==> src/rtl/core_pkg.sv <==
/*
 * Shared constants and types for the 8-bit instruction core and its return stack.
 * Assumes a 16-bit program word and an 8-bit data memory address space.
 */
package core_pkg;

    // ==========================================================
    // Widths and sizes
    localparam int PC_W        = 12;
    localparam int STACK_DEPTH = 8;
    localparam int CLK_PER_CYC = 4;

    // ==========================================================
    // Instruction word layout
    localparam int OP_HI  = 15;
    localparam int OP_LO  = 12;
    localparam int SUB_HI = 11;
    localparam int SUB_LO = 8;
    localparam int ARG_HI = 7;

    // ==========================================================
    // Special data addresses and reset values
    localparam logic [7:0]      PCL_ADDR  = 8'h06;
    localparam logic [PC_W-1:0] PC_RESET  = 12'h000;
    localparam logic [7:0]      ACC_RESET = 8'h00;

    // ==========================================================
    // Opcodes (bits 15:12)
    localparam logic [3:0] OP_MOV_AM  = 4'h0;
    localparam logic [3:0] OP_MOV_MA  = 4'h1;
    localparam logic [3:0] OP_MOV_AX  = 4'h2;
    localparam logic [3:0] OP_ALU_A   = 4'h3;
    localparam logic [3:0] OP_ALU_M   = 4'h4;
    localparam logic [3:0] OP_ALU_X   = 4'h5;
    localparam logic [3:0] OP_UN_A    = 4'h6;
    localparam logic [3:0] OP_UN_M    = 4'h7;
    localparam logic [3:0] OP_BSET    = 4'h8;
    localparam logic [3:0] OP_BCLR    = 4'h9;
    localparam logic [3:0] OP_SK_BYTE = 4'ha;
    localparam logic [3:0] OP_SK_BIT  = 4'hb;
    localparam logic [3:0] OP_JMP     = 4'hc;
    localparam logic [3:0] OP_CALL    = 4'hd;
    localparam logic [3:0] OP_MISC    = 4'he;
    localparam logic [3:0] OP_NOP     = 4'hf;

    // ==========================================================
    // Two-operand functions (bits 10:8)
    localparam logic [2:0] F_ADD = 3'h0;
    localparam logic [2:0] F_ADC = 3'h1;
    localparam logic [2:0] F_SUB = 3'h2;
    localparam logic [2:0] F_SBC = 3'h3;
    localparam logic [2:0] F_AND = 3'h4;
    localparam logic [2:0] F_OR  = 3'h5;
    localparam logic [2:0] F_XOR = 3'h6;

    // ==========================================================
    // One-operand functions (bits 10:8)
    localparam logic [2:0] U_INC = 3'h0;
    localparam logic [2:0] U_DEC = 3'h1;
    localparam logic [2:0] U_CPL = 3'h2;
    localparam logic [2:0] U_RR  = 3'h3;
    localparam logic [2:0] U_RL  = 3'h4;
    localparam logic [2:0] U_RRC = 3'h5;
    localparam logic [2:0] U_RLC = 3'h6;
    localparam logic [2:0] U_CLR = 3'h7;

    // ==========================================================
    // Miscellaneous functions (bits 9:8)
    localparam logic [1:0] M_RET   = 2'h0;
    localparam logic [1:0] M_RETURN_FROM_INTERRUPT  = 2'h1;
    localparam logic [1:0] M_TABRD = 2'h2;

    // ==========================================================
    // Phases of one instruction cycle
    typedef enum logic [1:0] {PH_FETCH, PH_LOAD, PH_READ, PH_EXEC} phase_e;

endpackage

==> src/rtl/stack_if.sv <==
/*
 * Push/pop link between the instruction core and its return stack.
 * Assumes both ends share ref_clk; push and pop are one-clock pulses.
 */
`timescale 1ns/1ps
interface stack_if;
    import core_pkg::*;

    logic            push;
    logic            pop;
    logic [PC_W-1:0] wdata;
    logic [PC_W-1:0] rdata;

    modport core  (output push, output pop, output wdata, input rdata);
    modport stack (input push, input pop, input wdata, output rdata);

endinterface

==> src/rtl/instruction_core.sv <==
/*
 * 8-bit accumulator core: four-clock instruction cycle, program and data memory ports.
 * Assumes both memories answer a held address within one ref_clk, on the same clock.
 */
// Summary of operation
// - Every instruction cycle lasts exactly four clock periods.
// - Ordinary instructions finish in one instruction cycle.
// - Jump, call, return, return-from-interrupt and table read take two cycles.
// - Writing the program counter low byte adds one cycle.
// - A taken skip adds one cycle; an untaken skip takes one.
// - Moves: memory to accumulator, accumulator to memory, immediate to accumulator.
// - Addition above 255 sets carry; subtraction below zero sets borrow.
// - Increment and decrement change by one, into memory or accumulator.
// - Logic operations and complement set zero flag when result is zero.
// - Rotates shift one bit; through-carry forms move the shifted bit to carry.
// - Return resumes at the address right after the call.
// - Jump loads the target and saves no return point.
// - Conditional skips test a byte or bit and skip the next instruction.
// - Bit set and clear change only the addressed bit, read-modify-write inside.
`timescale 1ns/1ps
module instruction_core
    import core_pkg::*;
(
    // Clock and reset
    input  wire logic        ref_clk,
    input  wire logic        resetn,
    // Program memory
    output logic [PC_W-1:0]  pm_addr,
    input  wire logic [15:0] pm_rdata,
    // Data memory
    output logic [7:0]       dm_addr,
    output logic [7:0]       dm_wdata,
    output logic             dm_we,
    input  wire logic [7:0]  dm_rdata,
    // Status
    output logic [7:0]       acc,
    output logic             carry_flag,
    output logic             zero_flag,
    output logic             retire
);

    typedef struct packed {
        phase_e          ph;
        logic            dummy;
        logic            tbl;
        logic [PC_W-1:0] pc;
        logic [15:0]     ir;
        logic [7:0]      acc;
        logic            c;
        logic            z;
        logic [PC_W-1:0] pm_addr;
        logic [7:0]      dm_addr;
        logic [7:0]      dm_wdata;
        logic            dm_we;
        logic            push;
        logic            pop;
        logic [PC_W-1:0] push_data;
        logic            retire;
    } core_s;

    core_s s_q;
    core_s s_d;

    stack_if st ();

    return_stack #(.DEPTH(STACK_DEPTH)) u_stack
    (
        .ref_clk (ref_clk),
        .resetn  (resetn),
        .port    (st.stack)
    );

    // ==========================================================
    // Next state
    always_comb
    begin
        logic [3:0]      op;
        logic [3:0]      sub;
        logic [7:0]      arg;
        logic [7:0]      opnd;
        logic [7:0]      rhs;
        logic [7:0]      res;
        logic [7:0]      mask;
        logic [8:0]      wide;
        logic            wr_a;
        logic            wr_m;
        logic            upd_z;
        logic            two;
        logic            skip;
        logic [PC_W-1:0] nxt;
        op    = s_q.ir[OP_HI:OP_LO];
        sub   = s_q.ir[SUB_HI:SUB_LO];
        arg   = s_q.ir[ARG_HI:0];
        // Reads of the counter low byte see the current instruction address
        opnd  = (arg == PCL_ADDR) ? s_q.pc[7:0] : dm_rdata;
        rhs   = (op == OP_ALU_X) ? arg : opnd;
        res   = 8'h00;
        mask  = 8'h01 << sub[2:0];
        wide  = 9'h000;
        wr_a  = 1'b0;
        wr_m  = 1'b0;
        upd_z = 1'b0;
        two   = 1'b0;
        skip  = 1'b0;
        nxt   = PC_W'(s_q.pc + 1'b1);

        s_d        = s_q;
        s_d.dm_we  = 1'b0;
        s_d.push   = 1'b0;
        s_d.pop    = 1'b0;
        s_d.retire = 1'b0;

        unique case (s_q.ph)
            PH_FETCH:
                s_d.ph = PH_LOAD;
            PH_LOAD:
            begin
                s_d.ph = PH_READ;
                if (s_q.dummy && s_q.tbl)
                begin
                    // Table word: high byte to accumulator, low byte to [m]
                    s_d.acc      = pm_rdata[15:8];
                    s_d.dm_wdata = pm_rdata[7:0];
                    s_d.dm_we    = (s_q.dm_addr != PCL_ADDR);
                    s_d.tbl      = 1'b0;
                end
                else if (!s_q.dummy)
                begin
                    s_d.ir      = pm_rdata;
                    s_d.dm_addr = pm_rdata[ARG_HI:0];
                end
            end
            PH_READ:
                s_d.ph = PH_EXEC;
            PH_EXEC:
            begin
                s_d.ph = PH_FETCH;
                if (s_q.dummy)
                begin
                    // Second cycle refetches; only a table read also moves data, in its load phase
                    s_d.dummy   = 1'b0;
                    s_d.pm_addr = s_q.pc;
                    s_d.retire  = 1'b1;
                end
                else
                begin
                    unique case (op)
                        OP_MOV_AM:
                        begin
                            res  = opnd;
                            wr_a = 1'b1;
                        end
                        OP_MOV_MA:
                        begin
                            res  = s_q.acc;
                            wr_m = 1'b1;
                        end
                        OP_MOV_AX:
                        begin
                            res  = arg;
                            wr_a = 1'b1;
                        end
                        OP_ALU_A, OP_ALU_M, OP_ALU_X:
                        begin
                            unique case (sub[2:0])
                                F_ADD: wide = {1'b0, s_q.acc} + {1'b0, rhs};
                                F_ADC: wide = {1'b0, s_q.acc} + {1'b0, rhs} + {8'h00, s_q.c};
                                F_SUB: wide = {1'b0, s_q.acc} - {1'b0, rhs};
                                F_SBC: wide = {1'b0, s_q.acc} - {1'b0, rhs} - {8'h00, s_q.c};
                                F_AND: wide = {1'b0, s_q.acc & rhs};
                                F_OR:  wide = {1'b0, s_q.acc | rhs};
                                F_XOR: wide = {1'b0, s_q.acc ^ rhs};
                                default: wide = {1'b0, s_q.acc};
                            endcase
                            res   = wide[7:0];
                            upd_z = 1'b1;
                            if (!sub[2])
                                s_d.c = wide[8];
                            wr_a  = (op != OP_ALU_M);
                            wr_m  = (op == OP_ALU_M);
                        end
                        OP_UN_A, OP_UN_M:
                        begin
                            unique case (sub[2:0])
                                U_INC:
                                begin
                                    res   = 8'(opnd + 8'h01);
                                    upd_z = 1'b1;
                                end
                                U_DEC:
                                begin
                                    res   = 8'(opnd - 8'h01);
                                    upd_z = 1'b1;
                                end
                                U_CPL:
                                begin
                                    res   = ~opnd;
                                    upd_z = 1'b1;
                                end
                                U_RR:  res = {opnd[0], opnd[7:1]};
                                U_RL:  res = {opnd[6:0], opnd[7]};
                                U_RRC:
                                begin
                                    res   = {s_q.c, opnd[7:1]};
                                    s_d.c = opnd[0];
                                end
                                U_RLC:
                                begin
                                    res   = {opnd[6:0], s_q.c};
                                    s_d.c = opnd[7];
                                end
                                U_CLR: res = 8'h00;
                            endcase
                            wr_a = (op == OP_UN_A);
                            wr_m = (op == OP_UN_M);
                        end
                        OP_BSET:
                        begin
                            res  = opnd | mask;
                            wr_m = 1'b1;
                        end
                        OP_BCLR:
                        begin
                            res  = opnd & ~mask;
                            wr_m = 1'b1;
                        end
                        OP_SK_BYTE:
                            skip = sub[0] ? (opnd != 8'h00) : (opnd == 8'h00);
                        OP_SK_BIT:
                            skip = sub[3] ? |(opnd & mask) : ~|(opnd & mask);
                        OP_JMP:
                        begin
                            nxt = s_q.ir[PC_W-1:0];
                            two = 1'b1;
                        end
                        OP_CALL:
                        begin
                            s_d.push      = 1'b1;
                            s_d.push_data = nxt;
                            nxt           = s_q.ir[PC_W-1:0];
                            two           = 1'b1;
                        end
                        OP_MISC:
                        begin
                            if (sub[1:0] == M_RET || sub[1:0] == M_RETURN_FROM_INTERRUPT)
                            begin
                                nxt     = st.rdata;
                                s_d.pop = 1'b1;
                                two     = 1'b1;
                            end
                            else if (sub[1:0] == M_TABRD)
                            begin
                                s_d.tbl = 1'b1;
                                two     = 1'b1;
                            end
                        end
                        OP_NOP: ;
                    endcase

                    if (skip)
                    begin
                        nxt = PC_W'(s_q.pc + 2'd2);
                        two = 1'b1;
                    end
                    if (wr_a)
                        s_d.acc = res;
                    if (upd_z)
                        s_d.z = (res == 8'h00);
                    if (wr_m && arg == PCL_ADDR)
                    begin
                        // Counter low byte is not in data memory; write jumps
                        nxt = {s_q.pc[PC_W-1:8], res};
                        two = 1'b1;
                    end
                    else if (wr_m)
                    begin
                        s_d.dm_wdata = res;
                        s_d.dm_we    = 1'b1;
                    end

                    s_d.pc      = nxt;
                    s_d.dummy   = two;
                    s_d.retire  = !two;
                    // Table read fetches its word during the spare cycle
                    s_d.pm_addr = (s_d.tbl) ? {s_q.pc[PC_W-1:8], s_q.acc} : nxt;
                end
            end
        endcase
    end

    // ==========================================================
    // State register
    always_ff @(posedge ref_clk or negedge resetn)
    begin
        if (!resetn)
        begin
            s_q         <= '0;
            s_q.ph      <= PH_FETCH;
            s_q.pc      <= PC_RESET;
            s_q.pm_addr <= PC_RESET;
            s_q.acc     <= ACC_RESET;
        end
        else
        begin
            s_q <= s_d;
        end
    end

    // ==========================================================
    // Outputs
    assign st.push    = s_q.push;
    assign st.pop     = s_q.pop;
    assign st.wdata   = s_q.push_data;
    assign pm_addr    = s_q.pm_addr;
    assign dm_addr    = s_q.dm_addr;
    assign dm_wdata   = s_q.dm_wdata;
    assign dm_we      = s_q.dm_we;
    assign acc        = s_q.acc;
    assign carry_flag = s_q.c;
    assign zero_flag  = s_q.z;
    assign retire     = s_q.retire;

endmodule // instruction_core

==> src/rtl/return_stack.sv <==
/*
 * Circular hardware return stack; top entry is presented from a register.
 * Assumes DEPTH is a power of two and push and pop never coincide.
 */
`timescale 1ns/1ps
module return_stack
    import core_pkg::*;
#(
    parameter int DEPTH = STACK_DEPTH
)
(
    // Clock and reset
    input wire logic ref_clk,
    input wire logic resetn,
    // Core side
    stack_if.stack   port
);

    localparam int SP_W = $clog2(DEPTH);

    typedef struct packed {
        logic [DEPTH-1:0][PC_W-1:0] mem;
        logic [SP_W-1:0]            sp;
        logic [PC_W-1:0]            top;
    } stack_s;

    stack_s s_q;
    stack_s s_d;

    // ==========================================================
    // Next state
    always_comb
    begin
        s_d = s_q;
        if (port.push)
        begin
            s_d.mem[s_q.sp] = port.wdata;
            s_d.sp          = SP_W'(s_q.sp + 1'b1);
        end
        else if (port.pop)
        begin
            s_d.sp = SP_W'(s_q.sp - 1'b1);
        end
        // Overflow wraps and overwrites the oldest entry
        s_d.top = s_d.mem[SP_W'(s_d.sp - 1'b1)];
    end

    always_ff @(posedge ref_clk or negedge resetn)
    begin
        if (!resetn)
            s_q <= '0;
        else
            s_q <= s_d;
    end

    assign port.rdata = s_q.top;

endmodule // return_stack

==> config.mk <==
export PLATFORM = sky130hd
export DESIGN_NAME = instruction_core
export DESIGN_NICKNAME = d
export VERILOG_FILES = /design/src/rtl/core_pkg.sv /design/src/rtl/stack_if.sv /design/src/rtl/instruction_core.sv /design/src/rtl/return_stack.sv
export SDC_FILE = /design/constraint.sdc
export NUM_CORES = 1
export LEC_CHECK = 0
export ABC_AREA = 1
export BUFFER_PORTS_ARGS = -buffer_cell sky130_fd_sc_hd__buf_2
export CAP_MARGIN = 20
export CORE_MARGIN = 2
export CORE_UTILIZATION = 42
export CTS_CLUSTER_DIAMETER = 60
export CTS_CLUSTER_SIZE = 30
export DETAILED_ROUTE_END_ITERATION = 12
export GPL_TIMING_DRIVEN = 1
export PLACE_DENSITY_LB_ADDON = 0.25
export REMOVE_ABC_BUFFERS = 1
export SLEW_MARGIN = 20
export SYNTH_ARGS = -nofsm -noshare
export SYNTH_HDL_FRONTEND = slang
export SYNTH_SLANG_ARGS = --single-unit
==> constraint.sdc <==
create_clock -name ref_clk -period 10.8 [get_ports ref_clk]
set_clock_uncertainty 0.15 [all_clocks]
set_input_delay 0.54 -clock ref_clk [delete_from_list [all_inputs] [get_ports ref_clk]]
set_output_delay 0.54 -clock ref_clk [all_outputs]
set_load 0.01 [all_outputs]
==> impl_metrics.csv, run 1 <==
group,metric,value,unit
clock_tree,max-clock-path-buffers,2,
yosys,synth_xor_area_share,1.424,%
route,routed_wl,43.72,mm
yosys,synthFlopType,"dfrtp_1",
yosys,synth_edf_count,0,
yosys,yosysSeqAreaShare,36.62,%
worst_setup_path,arrival,5530,ps
clock_tree,htree_levels,4,
clock_tree,clk_pin_slew_worst_paths,80,ps
layout,antennaDiodeCount,0,
global_routing,grtUsageTotal,27.58,%
pwr,intPower,1.868,mW
die,die_y,179.4,µm
die,start_util,42.45,%
job,drv_cap,0,
yosys,synthArstFlopShare,100.0,%
yosys,synth_compound_area_share,17.66,%
worst_setup_path,crit_path_max_fanout,13,
clock_tree,cts_hold_buf,0,
yosys,synth_mux_area_share,0.3197,%
yosys,netlist_area,12920,µm²
sta,max_freq,0.1870,GHz
clock_tree,post_cts_resized,0,
place,io_buffers,65,
yosys,yosys.area_share.adder,4.921,%
yosys,synthSimpleGateAreaFrac,24.86,%
layout,layout.nets,1964,
min_path,hold_path_class,"primary input to register",
layout,layout.cells.non_filler,2298,
sta,rsz0062_at_grt,"no",
pwr,ir_drop,146.5,µV
die,ios,66,
yosys,synth_top_family_by_area,"simple AND/OR/NAND/NOR gates",
sta,final-hold-violation-count,0,
pwr,clkPwrFrac,16.2,%
route,routedWlPerCell,19.03,µm
yosys,syn_avg_cell_area,6.823,µm²
sta,tightest_slew,1061,ps
worst_setup_path,start_kind,"register",
pwr,switching_power,1.900,mW
clock_tree,post-cts-setup-buffer-count,0,
layout,multi_input_area,6370,µm²
sta,fin_crit,5347,ps
sta,drv_slew,0,
global_routing,grt_antenna_before_repair,0,
route,vias_per_cell,5.391,
yosys,yosys_register_bits,189,
route,drt-initial-drc-count,958,
clock_tree,cts_root_buf,"clkbuf_16",
layout,ff_latch_area,4730,µm²
global_routing,grt_start_max_net_pins,126,
pwr,power_density,271.1,nW/µm²
layout,fin_util,45.67,%
yosys,postSynthCellCount,1893,
die,die-area,32170,µm²
die,dieWidth,179.4,µm
layout,layout_common_cells,"nand2_1 (452), inv_1 (335), dfrtp_1 (189), o21ai_0 (182), a21oi_1 (149)",
route,drt_first_pass_iters,7,
pwr,total_leakage_power,7.905,nW
layout,synthToLayoutAreaGrowth,7.595,%
clock_tree,clock_sinks,189,
global_routing,first_global_vias,11600,
yosys,synthDistinctLibCells,49,
layout,layout_commonest_cell,"nand2_1",
clock_tree,cts_tree,"yes",
pwr,seqPwrFrac,29.2,%
layout,drive_above_1_share,7.781,%
worst_setup_path,path_class,"register to register",
layout,num-fill-cells,3196,
global_routing,grt_overflow,0,
worst_setup_path,critPathRequiredTime,10990,ps
pwr,netSwitchingFraction,50.42,%
sta,max-slew-margin-rel,29.09,%
worst_setup_path,end_kind,"register",
route,ant_nets,0,
outcome,outcome,"complete, no violations",
yosys,ys_warn_count,0,
clock_tree,clock_latency,440,ps
place,routabilityCongestion,1.027,
sta,setup_tns,0,ps
route,vias,12390,
pwr,power_frac_comb,54.7,%
layout,fin_area,13900,µm²
global_routing,grt_pass1_wl,67.07,mm
die,rows,64,
sta,min_period_over_period,49.51,%
route,drc,0,
place,place_inst,2264,
place,dp_hpwl,32.76,mm
die,fp.coreArea,30430,µm²
place,placed_cell_area,13300,µm²
sta,setup_viol,0,
clock_tree,numCtsBuffers,17,
## area by class of cell
type,count,area share [%]
Multi-Input combinational cell,1260,45.84
Sequential cell,189,34.03
Inverter,344,9.291
Tap cell,396,3.565
Clock buffer,22,3.412
Timing Repair Buffer,77,3.214
Clock inverter,10,0.6482
## synthesized netlist by cell type, types with 7 or more instances
master	instances	area [µm²]
a22oi_1	9	67.56
buf_4	38	285.3
nor3_1	11	55.05
buf_2	8	40.04
a221oi_1	7	61.31
a31oi_1	13	81.33
o21ai_0	182	910.9
clkbuf_1	50	187.7
nand3_1	116	580.6
nor2_1	146	548.0
ha_1	46	575.6
dfrtp_1	189	4730
o22ai_1	13	81.33
nand4_1	13	81.33
inv_1	335	1257
xor2_1	18	157.7
a21oi_1	149	745.7
nand2_1	453	1700
a32oi_1	11	96.34
nand2_2	14	87.58
## sequential cells by signal (all words and copies together) (netlist names)
name,count
st.pop,1
dm_wdata,8
carry_flag,1
acc,8
st.wdata,12
u_stack.port.rdata,12
retire,1
s_q,32
dm_we,1
st.push,1
zero_flag,1
pm_addr,12
u_stack.s_q,99
## stage by stage
step / setup WS (ps) / power [mW] / hold WS (ps)
2_1_floorplan: 6364 / 2.403 / 94.41
3_3_place_gp: 5595 / 3.122 / 293.8
3_5_place_dp: 5559 / 3.126 / 302.6
4_1_cts: 5550 / 3.743 / 154.6
5_1_grt: 5029 / 4.064 / 217.0
6_report: 5453 / 3.768 / 218.8
## logic make-up after synthesis
| family | after synthesis |
|---|---|
| xor gates and xnor gates | 21 |
| muxes | 4 |
| AOI/OAI and AO/OA | 414 |
| adders and majority gates | 49 |
| and+or+nand+nor | 772 |
| DFF | 189 |
| buffers and inverters | 444 |
## power by group through the flow
stage / sequential, mW / clock (mW) / combinational [mW]
2_1_floorplan: 1.06 / 0 / 1.34
3_3_place_gp: 1.10 / 0 / 2.02
3_5_place_dp: 1.11 / 0 / 2.02
4_1_cts: 1.09 / 0.619 / 2.03
5_1_grt: 1.12 / 0.647 / 2.30
6_report: 1.10 / 0.609 / 2.06
## worst paths after layout
path | to | slack (ps) | depth (start not counted) | startpoint
setup / recovery | pm_addr[6] | 5450 | 24 | s_q[55]
hold / removal | s_q[55] | 220 | 2 | pm_rdata[1]
setup reg to reg | pm_addr[6] | 5450 | 24 | s_q[55]
hold reg to reg | u_stack.s_q[93] | 320 | 2 | u_stack.s_q[93]
max in group asynchronous | s_q[80] | 8850 | 3 | resetn
min in group asynchronous | u_stack.s_q[48] | 410 | 2 | resetn
## routing by layer
layer / up-vias / wire length [µm] / global-route usage [%]
met5: - / 0 / 0
met4: 0 / 1572 / 10.22
met3: 95 / 2913 / 5.000
met2: 450 / 20660 / 45.40
met1: 5845 / 18570 / 36.31
li1: 5998 / - / -
## critical path, cell delays in order (launching register included)
cell     delay (ps)
dfrtp_1         520
nand2_2         100
nor3_4          330
nand2_2         360
nand2_1         180
o21ai_2         170
o21ai_0         720
inv_1           230
fa_1            530
inv_1            90
ha_1            170
inv_1            40
nor2_1          170
nand3_1         140
or2_2           330
nor2_1          150
nand2_1          70
nand3_1          80
nand3_1         120
nand2_1         120
nand3_1          80
nand2_1         170
nand2_1          70
nand2_1         100
nand2_1          50
No activity file was read; power rests on OpenSTA's default activity.
==> run 2, diff against run 1 <==
- clock period: 10.8 -> 5.13 ns (I/O delays scaled with it)
==> impl_metrics.csv, run 2 (synthesized netlist as in run 1, its figures left out) <==
group,metric,value,unit
layout,layout.nets,1989,
global_routing,grt_pass1_wl,68.52,mm
sta,tightest_slew,1040,ps
global_routing,grtUsageTotal,28.27,%
route,routed_wl,44.76,mm
worst_setup_path,crit_path_max_fanout,13,
layout,drive_above_1_share,8.204,%
global_routing,first_global_vias,11830,
layout,synthToLayoutAreaGrowth,9.764,%
layout,fin_area,14180,µm²
layout,largest_reg_flops,99,
route,drt-initial-drc-count,1446,
place,routabilityCongestion,0.9813,
clock_tree,cts_tree,"yes",
global_routing,grt_start_max_net_pins,111,
sta,fin_crit,4800,ps
die,ios,66,
clock_tree,cts_root_buf,"clkbuf_16",
job,drv_cap,0,
sta,max-slew-margin-rel,30.49,%
die,dieWidth,179.4,µm
outcome,outcome,"complete, no violations",
global_routing,grt_overflow,0,
clock_tree,clock_latency,460,ps
layout,top_regs,"u_stack.s_q x99, s_q x32",
layout,layout_common_cells,"nand2_1 (452), inv_1 (335), dfrtp_1 (189), o21ai_0 (181), a21oi_1 (149)",
worst_setup_path,path_class,"register to register",
route,vias_per_cell,5.454,
min_path,hold_path_class,"primary input to register",
route,vias,12670,
clock_tree,clock_sinks,189,
global_routing,globalRouteMet3Util,4.051,%
sta,max_freq,0.2084,GHz
global_routing,grt.busiest_layer,"met2",
pwr,power_density,576.0,nW/µm²
global_routing,gr-usage-met2,46.47,%
clock_tree,numCtsBuffers,17,
clock_tree,post-cts-setup-buffer-count,0,
die,die_y,179.4,µm
die,die-area,32170,µm²
place,dp_hpwl,32.88,mm
die,start_util,42.45,%
layout,layout.cells.non_filler,2322,
sta,final-hold-violation-count,0,
route,routedWlPerCell,19.27,µm
clock_tree,htree_levels,4,
route,drc,0,
layout,top_register,"u_stack.s_q",
pwr,p_total,8.166,mW
pwr,total_leakage_power,8.036,nW
clock_tree,clk_pin_slew_worst_paths,90,ps
place,io_buffers,65,
sta,min_period_over_period,93.56,%
sta,setup_viol,0,
die,fp.coreArea,30430,µm²
worst_setup_path,end_kind,"register",
sta,drv_slew,0,
sta,rsz0062_at_grt,"no",
clock_tree,max-clock-path-buffers,2,
worst_setup_path,start_kind,"register",
route,drt_first_pass_iters,6,
pwr,ir_drop,301.0,µV
die,rows,64,
worst_setup_path,critPathRequiredTime,5320,ps
sta,setup_tns,0,ps
place,placed_cell_area,13390,µm²
worst_setup_path,arrival,4990,ps
route,ant_nets,0,
global_routing,grt_antenna_before_repair,0,
global_routing,grt_use_met1,37.17,%
layout,antennaDiodeCount,0,
place,place_inst,2275,
layout,layout_commonest_cell,"nand2_1",
==> run 2: cell count changes in the layout (fill, tap and decap cells not counted), moves of 2 or more <==
cell	previous run	this run
clkbuf_8	4	6
dlygate4sd3_1	1	16
clkinv_2	4	0
buf_4	10	21
bufinv_16	1	3
==> run 2: metrics by stage <==
stage,hold WS (ps),setup WS (ps),util [%]
CTS,19.57,281.6,46.59
global placement,293.3,479.3,43.96
global route,57.03,5.080,46.59
detailed placement,301.3,329.2,44.00
finish,24.13,330.4,46.59
floorplan,-189.1,694.3,-
==> run 2: worst paths after layout <==
kind / from / end / slack, ps / cells after the start
min: pm_rdata[11] / s_q[65] / 20 / 3
max in group asynchronous: resetn / u_stack.s_q[76] / 3280 / 3
max reg2reg: s_q[60] / pm_addr[4] / 330 / 26
min in group asynchronous: resetn / u_stack.s_q[60] / 320 / 2
min reg2reg: u_stack.s_q[44] / u_stack.s_q[44] / 320 / 2
max: s_q[60] / pm_addr[4] / 330 / 26
==> run 2: worst max-delay path: stages (launching register included) <==
cell and delay, ps:
dfrtp_1 410, inv_1 150, nand2_1 80, nor2_2 260
nand2_2 320, nand2_4 150, nand2_2 100, inv_1 200
nand2_1 80, o21ai_0 160, ha_1 290, inv_1 90
fa_1 450, inv_1 90, ha_1 160, inv_1 40
nor2_1 150, nand3_1 130, or2_2 320, nand2_1 80
nand3_1 110, nand2_1 80, inv_1 50, o21ai_1 300
nand3_1 120, nand2_1 90, nand2_1 50
==> run 2: final cells by class <==
type | count | area [µm²]
fillers | 3174 | 16250
multi-input cells | 1260 | 6381
flip-flops and latches | 189 | 4730
inverters | 344 | 1291
repair buffers | 102 | 651.9
clock buffers | 23 | 498.0
well taps | 396 | 495.5
clock inverters | 8 | 130.1
==> run 2: metal layers <==
layer / share of wire, % / vias up
li1: - / 6036
met1: 42 / 5974
met2: 47 / 540
met3: 6.8 / 115
met4: 4.3 / 0
met5: 0 / -
==> run 2: timing repair <==
action                                  CTS  global route
hold buffers                             16             0
hold endpoints to repair                128             0
gates resized for setup                   0             1
endpoints found under the setup margin    0             2
==> run 2: power by group <==
group | switching (mW) | internal (mW)
logic | 3.05 | 1.38
registers | 0.420 | 1.90
clock network | 0.584 | 0.832
total | 4.05 | 4.12
==> run 3, diff against run 2 <==
- CELL_PAD_IN_SITES_DETAIL_PLACEMENT: default -> 0
- CELL_PAD_IN_SITES_GLOBAL_PLACEMENT: default -> 1
- CORE_UTILIZATION: 42 -> 45
==> impl_metrics.csv, run 3 (synthesized netlist as in run 1, its figures left out) <==
group,metric,value,unit
layout,layout_commonest_cell,"nand2_1",
sta,fin_crit,4755,ps
job,drv_cap,0,
worst_setup_path,end_kind,"register",
layout,drive_above_1_share,8.480,%
worst_setup_path,reg2reg_setup_slack,380,ps
clock_tree,clk_pin_slew_worst_paths,70,ps
pwr,seqPwrFrac,28.1,%
route,routed_wl,47.04,mm
pwr,intPower,4.110,mW
layout,layout_common_cells,"nand2_1 (451), inv_1 (335), dfrtp_1 (189), o21ai_0 (181), a21oi_1 (149)",
layout,layout.nets,1996,
global_routing,grtUsageTotal,31.47,%
die,die_y,173.4,µm
place,pre_cts_slack,425.4,ps
layout,layout.cells.non_filler,2319,
global_routing,grt_antenna_before_repair,1,
worst_setup_path,start_kind,"register",
sta,layout_setup_ws,375.3,ps
layout,largest_reg_flops,99,
layout,top_regs,"u_stack.s_q x99, s_q x32",
pwr,p_total,8.239,mW
place,place_inst,2269,
clock_tree,cts_root_buf,"clkbuf_16",
place,io_buffers,65,
layout,num-fill-cells,3023,
clock_tree,max-clock-path-buffers,2,
worst_setup_path,r2r_cells,23,
die,dieWidth,173.4,µm
layout,multi_input_area,6377,µm²
layout,synthToLayoutAreaGrowth,10.09,%
sta,rsz0062_at_grt,"no",
sta,drv_slew,0,
sta,setup_tns,0,ps
sta,setup_viol,0,
route,drt-initial-drc-count,1300,
die,fp.coreArea,28470,µm²
sta,tightest_slew,1084,ps
sta,final-hold-violation-count,0,
layout,top_register,"u_stack.s_q",
clock_tree,cts_tree,"yes",
die,rows,62,
place,dp_hpwl,35.28,mm
clock_tree,numCtsBuffers,17,
die,start_util,45.37,%
global_routing,grt_start_max_net_pins,96,
pwr,power_frac_comb,54.1,%
route,drc,0,
route,routedWlPerCell,20.29,µm
route,vias_per_cell,5.373,
global_routing,grt_overflow,0,
route,drt_first_pass_iters,6,
place,routabilityCongestion,1.046,
clock_tree,clock_sinks,189,
clock_tree,htree_levels,4,
global_routing,grt_pass1_wl,71.72,mm
outcome,outcome,"complete, no violations",
pwr,clkPwrFrac,17.7,%
clock_tree,clock_latency,460,ps
clock_tree,post-cts-setup-buffer-count,0,
sta,max-slew-margin-rel,27.46,%
worst_setup_path,critPathRequiredTime,5330,ps
pwr,switching_power,4.129,mW
pwr,ir_drop,235.0,µV
route,vias,12460,
worst_setup_path,arrival,4950,ps
worst_setup_path,path_class,"register to register",
worst_setup_path,crit_path_max_fanout,12,
die,die-area,30070,µm²
layout,ff_latch_area,4730,µm²
global_routing,first_global_vias,11920,
pwr,total_leakage_power,8.082,nW
sta,max_freq,0.2103,GHz
route,ant_nets,0,
pwr,netSwitchingFraction,50.11,%
sta,min_period_over_period,92.68,%
min_path,hold_path_class,"primary input to asynchronous set/reset pin",
die,ios,66,
pwr,power_density,579.4,nW/µm²
run 3: critical path: stages (launching register included):
cell and delay [ps]:
dfrtp_1 400, inv_1 70, nor2_1 250, inv_1 130, nor2_1 380, inv_1 300, o21ai_1 290, ha_1 280
inv_1 90, fa_1 450, inv_1 90, ha_1 160, inv_1 40, nor2_1 140, nand3_1 110, or2_2 320
nand2_1 80, nand3_1 160, nand2_1 110, inv_1 70, o21ai_0 310, nand3_1 120, nand2_1 80, nand2_1 50
run 3: routing by layer:
metal | up-vias | track usage [%] | wire, µm
li1 | 6056 | - | -
met1 | 5827 | 43.55 | 20670
met2 | 483 | 50.17 | 21510
met3 | 94 | 4.846 | 3279
met4 | 0 | 11.37 | 1580
met5 | - | 0 | 0
run 3: path summary, 6_finish.rpt:
path,from,endpoint
setup / recovery,s_q[68],pm_addr[4]
hold / removal,resetn,u_stack.s_q[64]
setup reg to reg,s_q[68],pm_addr[4]
hold reg to reg,u_stack.s_q[42],u_stack.s_q[42]
max in group asynchronous,resetn,u_stack.s_q[63]
min in group ref_clk,u_stack.s_q[42],u_stack.s_q[42]
run 3: cell type report:
class,instances,area share (%)
repair buffers,109,4.971
diodes,1,0.01760
multi-input cells,1260,44.85
well taps,384,3.379
flip-flops and latches,189,33.26
inverters,344,9.081
clock inverters,11,1.276
clock buffers,21,3.168
run 3: metrics by stage:
stage | area, µm² | hold slack (ps) | util, %
after global placement | 13410 | 238.3 | 47.10
after global routing | 14220 | 333.1 | 49.94
after floorplan | 12370 | -189.1 | -
after detailed placement | 13410 | 235.9 | 47.10
after CTS | 14210 | 315.3 | 49.91
final | 14220 | 284.4 | 49.95
run 3: what timing repair did:
action                                  in CTS  in global routing
hold endpoints to repair                   112                  0
endpoints found under the setup margin       0                  2
hold buffers                                17                  0
resized for setup                            0                  2
run 3: power by group through the flow:
stage	logic (mW)	clock network, mW	registers (mW)
after floorplan	2.82	0	2.24
after global placement	4.36	0	2.32
after detailed placement	4.36	0	2.33
after CTS	4.39	1.48	2.31
after global routing	4.95	1.53	2.36
final	4.46	1.46	2.32
